**config.mk**
```make
export PLATFORM = sky130hd
export DESIGN_NAME = scan_tap
export DESIGN_NICKNAME = d
export VERILOG_FILES = /design/src/shared/scan_pkg.sv /design/src/rtl/scan_tap.sv
export SDC_FILE = /design/constraint.sdc
export NUM_CORES = 1
export LEC_CHECK = 0
export BUFFER_PORTS_ARGS = -buffer_cell sky130_fd_sc_hd__buf_2
export CORE_MARGIN = 5
export CORE_UTILIZATION = 60
export DETAILED_ROUTE_END_ITERATION = 8
export GPL_ROUTABILITY_DRIVEN = 0
export PLACE_DENSITY = 0.85
export SLEW_MARGIN = 20
export SYNTH_ARGS = -nofsm -noshare
export SYNTH_HDL_FRONTEND = slang
export SYNTH_SLANG_ARGS = --single-unit
```
**constraint.sdc**
```tcl
create_clock -name i_clock -period 15.6 [get_ports i_clock]
set_input_delay 1.56 -clock i_clock [delete_from_list [all_inputs] [get_ports i_clock]]
set_output_delay 1.56 -clock i_clock [all_outputs]
set_load 0.03 [all_outputs]
```
**src/shared/scan_pkg.sv**
```systemverilog
// constants and types for the boundary scan test port
package scan_pkg;
  localparam int IR_WIDTH  = 3;
  localparam int ID_WIDTH  = 32;
  localparam int BSR_WIDTH = 70;

  localparam logic [2:0] INS_CAPTURE_HIZ = 3'h0;
  localparam logic [2:0] INS_IDENT       = 3'h1;
  localparam logic [2:0] INS_SAMPLE_HIZ  = 3'h2;
  localparam logic [2:0] INS_SAMPLE      = 3'h4;
  localparam logic [2:0] INS_BYPASS      = 3'h7;
  localparam logic [2:0] IR_CAPTURE_VAL  = 3'h1;

  // identification word field positions
  localparam int ID_REV_LSB   = 28;
  localparam int ID_DEPTH_LSB = 23;
  localparam int ID_WIDTH_LSB = 18;
  localparam int ID_RSVD_LSB  = 12;
  localparam int ID_MFR_LSB   = 1;

  // register map, byte addresses
  localparam logic [31:0] ADDR_CONFIG = 32'h0000_0000;
  localparam logic [31:0] ADDR_STATUS = 32'h0000_0004;
  localparam logic [3:0]  CONFIG_REV_RESET  = 4'h0;
  localparam logic [5:0]  CONFIG_RSVD_RESET = 6'h00;
  localparam int CONFIG_RSVD_LSB = 4;
  localparam int STATUS_HIZ_BIT  = 3;
  localparam int STATUS_FSM_LSB  = 4;

  typedef enum logic [15:0] {
    ST_RESET  = 16'h0001,
    ST_IDLE   = 16'h0002,
    ST_SEL_DR = 16'h0004,
    ST_CAP_DR = 16'h0008,
    ST_SH_DR  = 16'h0010,
    ST_EX1_DR = 16'h0020,
    ST_PAU_DR = 16'h0040,
    ST_EX2_DR = 16'h0080,
    ST_UPD_DR = 16'h0100,
    ST_SEL_IR = 16'h0200,
    ST_CAP_IR = 16'h0400,
    ST_SH_IR  = 16'h0800,
    ST_EX1_IR = 16'h1000,
    ST_PAU_IR = 16'h2000,
    ST_EX2_IR = 16'h4000,
    ST_UPD_IR = 16'h8000
  } tap_state_t;

  // memory pads in the order of the scan chain, last field is cell 1
  typedef struct packed {
    logic       burst_bit_zero;
    logic       burst_bit_one;
    logic [3:0] addr_top;
    logic       burst_order_select;
    logic [8:0] data_lane_3;
    logic [8:0] data_lane_2;
    logic [1:0] addr_high;
    logic       chip_select_first;
    logic       chip_select_second;
    logic       byte_write_lane_3;
    logic       byte_write_lane_2;
    logic       byte_write_lane_1;
    logic       byte_write_lane_0;
    logic       chip_select_third;
    logic       mem_clock;
    logic       write_enable_low;
    logic       clock_gate_low;
    logic       output_enable_low;
    logic       load_or_advance_select;
    logic [2:0] addr_mid;
    logic [8:0] data_lane_1;
    logic       sleep_request;
    logic [8:0] data_lane_0;
    logic [6:0] addr_low;
  } pad_ring_t;

  typedef struct packed {
    logic       tck;
    logic       tms;
    logic       tdi;
  } jtag_in_t;
endpackage

```
**src/rtl/scan_tap.sv**
```systemverilog
// boundary scan instruction and data path with apb status access
//
// Contract
// instruction register is three bits, bypass register one bit
// identification bits 31:28 hold the revision number
// identification bits 27:23 hold the depth code
// identification bits 22:18 hold the width code
// identification bits 17:12 are a reserved field
// identification bits 11:1 hold the manufacturer code
// identification bit 0 is always one
// code 000 captures pads, selects boundary chain, forces memory outputs off
// code 001 loads identification word and selects it, memory untouched
// code 010 captures pads, selects boundary chain, forces outputs off
// code 100 captures pads, selects boundary chain, no preload, memory untouched
// controller never loads codes 011, 101 or 110; the code loads them and treats them as bypass
// code 111 selects the one-bit bypass register
// wide chain of 70 cells, address, lanes, sleep, burst cells placed
// cells 31 to 44 are the control pins, cells 30 and 54 unconnected; the code puts addr_high in cells 43 and 44
// cells 45-53 lane 2 data, 55-63 lane 3 data
// serial out changes after falling test clock, inputs sampled on rising
// capture-instruction loads 01 into the low instruction bits
// identification instruction selected at reset and test-logic-reset
// new instruction takes effect only in update-instruction
// update-data under sample has no effect beyond pause-data
// bypass captures zero in capture-data
// data registers shift lsb first, one bit per test clock
//
// Implementation choices: the APB slave port and the register addresses.
`timescale 1ns/1ns
module scan_tap #(
  parameter logic [4:0]  DEPTH_CODE = 5'h01, // arbitrary neutral value
  parameter logic [4:0]  WIDTH_CODE = 5'h02, // arbitrary neutral value
  parameter logic [10:0] MFR_CODE   = 11'h001 // arbitrary neutral value
) (
  input  wire logic               i_clock,
  input  wire logic               i_rst,
  input  wire logic               i_tck,
  input  wire logic               i_tms,
  input  wire logic               i_tdi,
  output logic                    o_tdo,
  output logic                    o_tdo_oe,
  input  wire scan_pkg::pad_ring_t i_pads,
  output logic                    o_mem_outputs_hiz,
  input  wire logic               i_psel,
  input  wire logic               i_penable,
  input  wire logic               i_pwrite,
  input  wire logic [31:0]        i_paddr,
  input  wire logic [31:0]        i_pwdata,
  output logic [31:0]             o_prdata,
  output logic                    o_pready,
  output logic                    o_pslverr
);
  // two-flop synchronisers for the port pins and pads
  scan_pkg::jtag_in_t  jtag_m_q, jtag_s_q;
  scan_pkg::pad_ring_t pads_m_q, pads_s_q;
  logic                tck_prev_q;
  logic                tck_rise, tck_fall;

  scan_pkg::tap_state_t state_q, state_d;
  logic [scan_pkg::IR_WIDTH-1:0]  ir_shift_q, ir_shift_d;
  logic [scan_pkg::IR_WIDTH-1:0]  ir_active_q, ir_active_d;
  logic [scan_pkg::BSR_WIDTH-1:0] dr_q, dr_d;
  logic                           tdo_q, tdo_d, tdo_oe_q, tdo_oe_d;
  logic [3:0]                     rev_q, rev_d;
  logic [5:0]                     rsvd_q, rsvd_d;
  logic [31:0]                    prdata_q, prdata_d;
  logic                           slverr_q, slverr_d;

  logic [scan_pkg::ID_WIDTH-1:0]  id_word;
  logic [scan_pkg::BSR_WIDTH-1:0] bsr_capture;
  logic                           sel_boundary, sel_ident;

  always_ff @(posedge i_clock or posedge i_rst) begin
    if (i_rst) begin
      jtag_m_q   <= '0;
      jtag_s_q   <= '0;
      pads_m_q   <= '0;
      pads_s_q   <= '0;
      tck_prev_q <= 1'b0;
    end else begin
      jtag_m_q   <= '{tck: i_tck, tms: i_tms, tdi: i_tdi};
      jtag_s_q   <= jtag_m_q;
      pads_m_q   <= i_pads;
      pads_s_q   <= pads_m_q;
      tck_prev_q <= jtag_s_q.tck;
    end
  end

  // edge detect
  assign tck_rise = jtag_s_q.tck & ~tck_prev_q;
  assign tck_fall = ~jtag_s_q.tck & tck_prev_q;

  // revision field
  // depth code
  // width code
  // reserved field
  // manufacturer code
  // presence bit
  assign id_word = {rev_q, DEPTH_CODE, WIDTH_CODE, rsvd_q, MFR_CODE, 1'b1};

  // chain order, cells 30 and 54 read zero
  assign bsr_capture = {
    pads_s_q.burst_bit_zero, pads_s_q.burst_bit_one, pads_s_q.addr_top,
    pads_s_q.burst_order_select,
    pads_s_q.data_lane_3, 1'b0, pads_s_q.data_lane_2, pads_s_q.addr_high,
    pads_s_q.chip_select_first, pads_s_q.chip_select_second,
    pads_s_q.byte_write_lane_3, pads_s_q.byte_write_lane_2,
    pads_s_q.byte_write_lane_1, pads_s_q.byte_write_lane_0,
    pads_s_q.chip_select_third, pads_s_q.mem_clock, pads_s_q.write_enable_low,
    pads_s_q.clock_gate_low, pads_s_q.output_enable_low,
    pads_s_q.load_or_advance_select, 1'b0, pads_s_q.addr_mid,
    pads_s_q.data_lane_1, pads_s_q.sleep_request, pads_s_q.data_lane_0,
    pads_s_q.addr_low};

  // boundary chain for the capturing codes
  assign sel_boundary = (ir_active_q == scan_pkg::INS_CAPTURE_HIZ) ||
                        (ir_active_q == scan_pkg::INS_SAMPLE_HIZ) ||
                        (ir_active_q == scan_pkg::INS_SAMPLE);
  assign sel_ident    = (ir_active_q == scan_pkg::INS_IDENT);

  // port controller sequencing on rising test clock
  always_comb begin
    state_d = state_q;
    if (tck_rise) begin
      unique case (state_q)
        scan_pkg::ST_RESET:  state_d = jtag_s_q.tms ? scan_pkg::ST_RESET  : scan_pkg::ST_IDLE;
        scan_pkg::ST_IDLE:   state_d = jtag_s_q.tms ? scan_pkg::ST_SEL_DR : scan_pkg::ST_IDLE;
        scan_pkg::ST_SEL_DR: state_d = jtag_s_q.tms ? scan_pkg::ST_SEL_IR : scan_pkg::ST_CAP_DR;
        scan_pkg::ST_CAP_DR: state_d = jtag_s_q.tms ? scan_pkg::ST_EX1_DR : scan_pkg::ST_SH_DR;
        scan_pkg::ST_SH_DR:  state_d = jtag_s_q.tms ? scan_pkg::ST_EX1_DR : scan_pkg::ST_SH_DR;
        scan_pkg::ST_EX1_DR: state_d = jtag_s_q.tms ? scan_pkg::ST_UPD_DR : scan_pkg::ST_PAU_DR;
        scan_pkg::ST_PAU_DR: state_d = jtag_s_q.tms ? scan_pkg::ST_EX2_DR : scan_pkg::ST_PAU_DR;
        scan_pkg::ST_EX2_DR: state_d = jtag_s_q.tms ? scan_pkg::ST_UPD_DR : scan_pkg::ST_SH_DR;
        scan_pkg::ST_UPD_DR: state_d = jtag_s_q.tms ? scan_pkg::ST_SEL_DR : scan_pkg::ST_IDLE;
        scan_pkg::ST_SEL_IR: state_d = jtag_s_q.tms ? scan_pkg::ST_RESET  : scan_pkg::ST_CAP_IR;
        scan_pkg::ST_CAP_IR: state_d = jtag_s_q.tms ? scan_pkg::ST_EX1_IR : scan_pkg::ST_SH_IR;
        scan_pkg::ST_SH_IR:  state_d = jtag_s_q.tms ? scan_pkg::ST_EX1_IR : scan_pkg::ST_SH_IR;
        scan_pkg::ST_EX1_IR: state_d = jtag_s_q.tms ? scan_pkg::ST_UPD_IR : scan_pkg::ST_PAU_IR;
        scan_pkg::ST_PAU_IR: state_d = jtag_s_q.tms ? scan_pkg::ST_EX2_IR : scan_pkg::ST_PAU_IR;
        scan_pkg::ST_EX2_IR: state_d = jtag_s_q.tms ? scan_pkg::ST_UPD_IR : scan_pkg::ST_SH_IR;
        scan_pkg::ST_UPD_IR: state_d = jtag_s_q.tms ? scan_pkg::ST_SEL_DR : scan_pkg::ST_IDLE;
        default:             state_d = scan_pkg::ST_RESET;
      endcase
    end
  end

  // instruction and data shift paths
  always_comb begin
    ir_shift_d  = ir_shift_q;
    ir_active_d = ir_active_q;
    dr_d        = dr_q;
    if (tck_rise) begin
      unique case (state_q)
        // identification on test-logic-reset
        scan_pkg::ST_RESET:  ir_active_d = scan_pkg::INS_IDENT;
        // capture pattern
        scan_pkg::ST_CAP_IR: ir_shift_d = scan_pkg::IR_CAPTURE_VAL;
        // three-bit instruction shift
        scan_pkg::ST_SH_IR:  ir_shift_d = {jtag_s_q.tdi, ir_shift_q[2:1]};
        // new instruction applied here only
        scan_pkg::ST_UPD_IR: ir_active_d = ir_shift_q;
        scan_pkg::ST_CAP_DR: begin
          // capture pads
          if (sel_boundary) dr_d = bsr_capture;
          // load identification word
          else if (sel_ident) dr_d = {{(scan_pkg::BSR_WIDTH-scan_pkg::ID_WIDTH){1'b0}}, id_word};
          // bypass and reserved codes capture zero
          else dr_d = '0;
        end
        scan_pkg::ST_SH_DR: begin
          // lsb first, tdi enters at the selected length
          if (sel_boundary) dr_d = {jtag_s_q.tdi, dr_q[scan_pkg::BSR_WIDTH-1:1]};
          else if (sel_ident) begin
            dr_d = '0;
            dr_d[scan_pkg::ID_WIDTH-1:0] = {jtag_s_q.tdi, dr_q[scan_pkg::ID_WIDTH-1:1]};
          end else dr_d = {{(scan_pkg::BSR_WIDTH-1){1'b0}}, jtag_s_q.tdi};
        end
        // update-data leaves everything as in pause
        default: ;
      endcase
      // identification as soon as test-logic-reset is entered
      if (state_d == scan_pkg::ST_RESET) ir_active_d = scan_pkg::INS_IDENT;
    end
  end

  // serial output moves on the falling test clock only
  always_comb begin
    tdo_d    = tdo_q;
    tdo_oe_d = tdo_oe_q;
    if (tck_fall) begin
      tdo_oe_d = (state_q == scan_pkg::ST_SH_DR) || (state_q == scan_pkg::ST_SH_IR);
      tdo_d    = (state_q == scan_pkg::ST_SH_IR) ? ir_shift_q[0] : dr_q[0];
    end
  end

  // apb slave: read data latched in setup, config write taken in access, zero-wait access phase
  always_comb begin
    rev_d    = rev_q;
    rsvd_d   = rsvd_q;
    prdata_d = prdata_q;
    slverr_d = slverr_q;
    if (i_psel && !i_penable) begin
      slverr_d = 1'b0;
      prdata_d = '0;
      if (i_paddr == scan_pkg::ADDR_CONFIG)
        prdata_d = {22'h0, rsvd_q, rev_q};
      else if (i_paddr == scan_pkg::ADDR_STATUS)
        prdata_d = {12'h000, state_q, o_mem_outputs_hiz, ir_active_q};
      else
        slverr_d = 1'b1;
    end
    if (i_psel && i_penable && i_pwrite && i_paddr == scan_pkg::ADDR_CONFIG) begin
      rev_d  = i_pwdata[3:0];
      rsvd_d = i_pwdata[scan_pkg::CONFIG_RSVD_LSB +: 6];
    end
  end

  always_ff @(posedge i_clock or posedge i_rst) begin
    if (i_rst) begin
      state_q <= scan_pkg::ST_RESET;
    end else begin
      state_q <= state_d;
    end
  end

  always_ff @(posedge i_clock or posedge i_rst) begin
    if (i_rst) begin
      ir_shift_q  <= scan_pkg::IR_CAPTURE_VAL;
      // identification at power-up
      ir_active_q <= scan_pkg::INS_IDENT;
      dr_q        <= '0;
    end else begin
      ir_shift_q  <= ir_shift_d;
      ir_active_q <= ir_active_d;
      dr_q        <= dr_d;
    end
  end

  always_ff @(posedge i_clock or posedge i_rst) begin
    if (i_rst) begin
      tdo_q    <= 1'b0;
      tdo_oe_q <= 1'b0;
    end else begin
      tdo_q    <= tdo_d;
      tdo_oe_q <= tdo_oe_d;
    end
  end

  always_ff @(posedge i_clock or posedge i_rst) begin
    if (i_rst) begin
      rev_q    <= scan_pkg::CONFIG_REV_RESET;
      rsvd_q   <= scan_pkg::CONFIG_RSVD_RESET;
      prdata_q <= '0;
      slverr_q <= 1'b0;
    end else begin
      rev_q    <= rev_d;
      rsvd_q   <= rsvd_d;
      prdata_q <= prdata_d;
      slverr_q <= slverr_d;
    end
  end

  // memory outputs off for the two high-impedance codes
  assign o_mem_outputs_hiz = (ir_active_q == scan_pkg::INS_CAPTURE_HIZ) ||
                             (ir_active_q == scan_pkg::INS_SAMPLE_HIZ);
  assign o_tdo     = tdo_q;
  assign o_tdo_oe  = tdo_oe_q;
  assign o_prdata  = prdata_q;
  assign o_pslverr = slverr_q & i_psel & i_penable;
  assign o_pready  = i_psel & i_penable;
endmodule

```
==> summary.md <==
The setup slack after placement was 11280 ps; the worst hold slack was 342 ps. TritonCTS built the clock tree. The clock net in this run drives a total of 268 sinks. The required time of the critical path came out at 16000 ps. For this design, the slowest cell found on the critical path is nor2_2.

Headroom to the max-slew limit came out at 29.3%. Across the VDD grid, the largest voltage drop is 115 uV. During synthesis, Yosys emitted a total of 0 warnings.

The longest clock path from root to sink contains 3 buffers. The worst stage delay on the critical path is 770 ps, and the number of top-level pins is 177. In this run, post-CTS hold repair placed 0 buffers.

The tools report the initial antenna violation count as 0. For this design the static power due to leakage is 5.71 nW. The die covers 0.0196 mm^2.

For the final database, setup skew stands at 13.9 ps. For this configuration, the core starts out at a cell density of 61.2%. The number of register bits inferred by synthesis is 268, and the number of pins exceeding their max-slew limit in the final report is 0. The first global-routing pass estimated 33300 um of wire. The root buffer cell chosen for the clock tree is clkbuf_16.

For the number of failing hold endpoints at the final stage, the log shows 0. The repair_antennas step left the layout with diodes totalling 0. The count of port buffers added during placement is 142, and the clock network latency to the later pin of the worst-skew pair is 520 ps. The library cells used most frequently in the layout, excluding fill and tap cells, are dfrtp_1 (265), buf_2 (142), nand2_1 (113), mux2i_1 (48), o21ai_1 (34). The slew at the pin closest to its max-slew limit came out at 1060 ps.

The leading cell type in the layout, fill and taps excluded is dfrtp_1. Via count normalized by instance count: 5.66. The post-synthesis to final-layout area growth was 16.2%; the arrival time of the worst setup path was 4170 ps. The tools report the maximum clock frequency as 0.265 GHz.

The horizontal die dimension is 140 um. Wires add up to 20000 um. The run gives 1 as the CTS H-tree depth. The tools report the DRC violations left as 0. Of the cells placed in the final design, the portion with a size suffix greater than 1 is 25.5%. Row generation in the floorplan step produced 47 rows.

The signal on the critical path passes through buf_2 > or4_1 > nor4_1 > nand4b_1 > nor2_2 > mux2_1. Post-route minimum period: 3770 ps. The endpoint type of the worst setup path was a register. In this run the cell area of the synthesized design comes to 0.0102 mm^2. The total global-route track usage was 20.6%; the clock transition at the registers of the reported paths was 60 ps.

STA classifies the critical path startpoint as a primary input. The logs give 639 for the number of violations reported at the end of detailed-routing iteration 0 and 0 for the number of endpoints failing setup at the final stage. The min-delay analysis places its worst path in the category register to register. Of all nets on the critical path, the largest fanout is 13. Setup repair after global routing left no endpoint under its margin. The core region is 0.0166 mm^2. The run gives 12800 um as the placed wire-length estimate after detailed placement. The final sum of negative setup slack is 0 ps, and the number of instances resized during post-cts repair is 0. The worst setup path is of the primary input to register kind. The final route contains 6567 vias. The first detailed-routing pass took 5 iterations. The die boundary height is 140 um.

The worst path buffer plus inverter count came out at 1. Synthesis handed over a netlist of 801 instances. Dividing the synthesized area by the synthesized cell count gives 12.7 um^2.

Summing the sequential cell areas from Yosys gives 66.1% of the chip area. Entering global routing, the biggest net connects 96 pins. The number of enable flip-flop cells after synthesis is 0, and the number of nets with antenna violations after routing is 0. In this run the post-CTS setup repair buffer count came out at 0. Once placement completed, the tool counted placed cells totaling 1114. The tools report the number of global-route vias before repair as 6565. The total power density per cell area works out to 125 mW/mm^2.

The flow ran to the end, and the final reports show no timing, DRC or antenna violations. The layout has 1114 filler cells. The tool flagged a number of max-cap violations equal to 0. The count of different cell masters after synthesis was 54. The leading register cell type out of synthesis was dfrtp_1.

Of the available clock period, the critical path in the final layout requires 24.2%. For the utilization after layout, the log shows 71.2%. After the flow finishes, the layout carries non-filler instances totaling 1160. The family with the most delay on the worst path is simple AND/OR/NAND/NOR gates. The worst path meets setup with 11830 ps of slack.

The routed length per placed instance works out to 17.3 um. Counting flops with an async set or reset pin after synthesis yields a share of 100%. The tools report the clock buffer count from CTS as 26.

Remaining global-route overflow: 0. The total number of nets in the final design came out at 1062.
## path summary, 6_finish.rpt
check / from / endpoint / slack (ps) / depth (start not counted)
setup / recovery: i_paddr[21] / rsvd_q[5] / 11830 / 6
hold / removal: pads_m_q[4] / bsr_capture[4] / 340 / 0
setup reg to reg: state_q[0] / dr_q[39] / 12500 / 7
hold reg to reg: pads_m_q[4] / bsr_capture[4] / 340 / 0
max in group asynchronous: i_rst / dr_q[33] / 13250 / 3
min in group asynchronous: i_rst / bsr_capture[43] / 1110 / 2
## Yosys cell counts, types with 3 or more instances
library cell    n  area, um^2
a21oi_1        19        95.1
a22o_1         14         123
a22oi_1        26         195
and2_1          3        18.8
and3_1          4        25.0
buf_1           3        11.3
buf_2          13        65.1
buf_4          12        90.1
buf_6           5        56.3
clkbuf_1       33         124
dfrtp_1       265        6630
dfstp_2         3        78.8
inv_1           4        15.0
mux2_1         10         113
mux2i_1        48         480
nand2_1       115         432
nand2b_1        6        37.5
nand3_1         6        30.0
nand4_1         6        37.5
nand4b_1        4        35.0
nor2_1         25        93.8
nor3_1         14        70.1
nor4_1         12        75.1
nor4_2          3        37.5
nor4_4          3        63.8
o21ai_0        23         115
o21ai_1        34         170
o31ai_1        24         180
o31ai_2        27         338
xnor2_1         3        26.3
xor2_1          5        43.8
## through the flow
| step | area (um^2) | total power (W) |
|---|---|---|
| 2_1_floorplan | 10200 | 0.000819 |
| 3_3_place_gp | 10900 | 0.000847 |
| 3_5_place_dp | 10900 | 0.000850 |
| 4_1_cts | 11800 | 0.00149 |
| 5_1_grt | 11800 | 0.00153 |
| 6_report | 11800 | 0.00147 |
## where the power goes
group	switching, W	internal [W]
clock	0.000251	0.000382
sequential	0.0000194	0.000722
combinational	0.0000623	0.0000347
total	0.000333	0.00114
## routing by layer
layer	part of all wire, %	track usage (%)	wire length [um]	vias to the layer above
li1	-	-	-	3051
met1	42	28.8	8490	3242
met2	49	33.5	9760	231
met3	5.9	3.85	1190	43
met4	2.9	6.32	588	0
met5	0	0	0	-
## state kept, by name (all words and copies together), names as in the netlist
name / flops
bsr_capture: 68
dr_q: 70
o_tdo_oe: 1
rev_q: 4
slverr_q: 1
o_prdata: 20
jtag_s_q: 3
ir_active_q: 3
state_q: 16
o_tdo: 1
pads_m_q: 68
tck_prev_q: 1
ir_shift_q: 3
rsvd_q: 6
jtag_m_q: 3
## cell families (layout without fill, tap and decap cells)
kind of cell | after synthesis | after routing | share of synthesized area, %
DFF | 268 | 268 | 66.1
and+or+nand+nor | 217 | 217 | 10.6
AOI/OAI and AO/OA | 178 | 178 | 13.0
buffers and inverters | 70 | 198 | 3.56
muxes | 59 | 59 | 5.95
xor gates and xnor gates | 8 | 8 | 0.690
other | 1 | 12 | 0.0369
## final cells by class
| class | count | area (um^2) | share of cell area, % |
|---|---|---|---|
| clock buffers | 39 | 790 | 6.69 |
| clock inverters | 7 | 98.8 | 0.838 |
| inverters | 4 | 22.5 | 0.191 |
| multi-input cells | 474 | 3140 | 26.6 |
| flip-flops and latches | 268 | 6710 | 56.9 |
| well taps | 220 | 275 | 2.33 |
| repair buffers | 148 | 763 | 6.47 |
(Power assumes the default switching activity.)
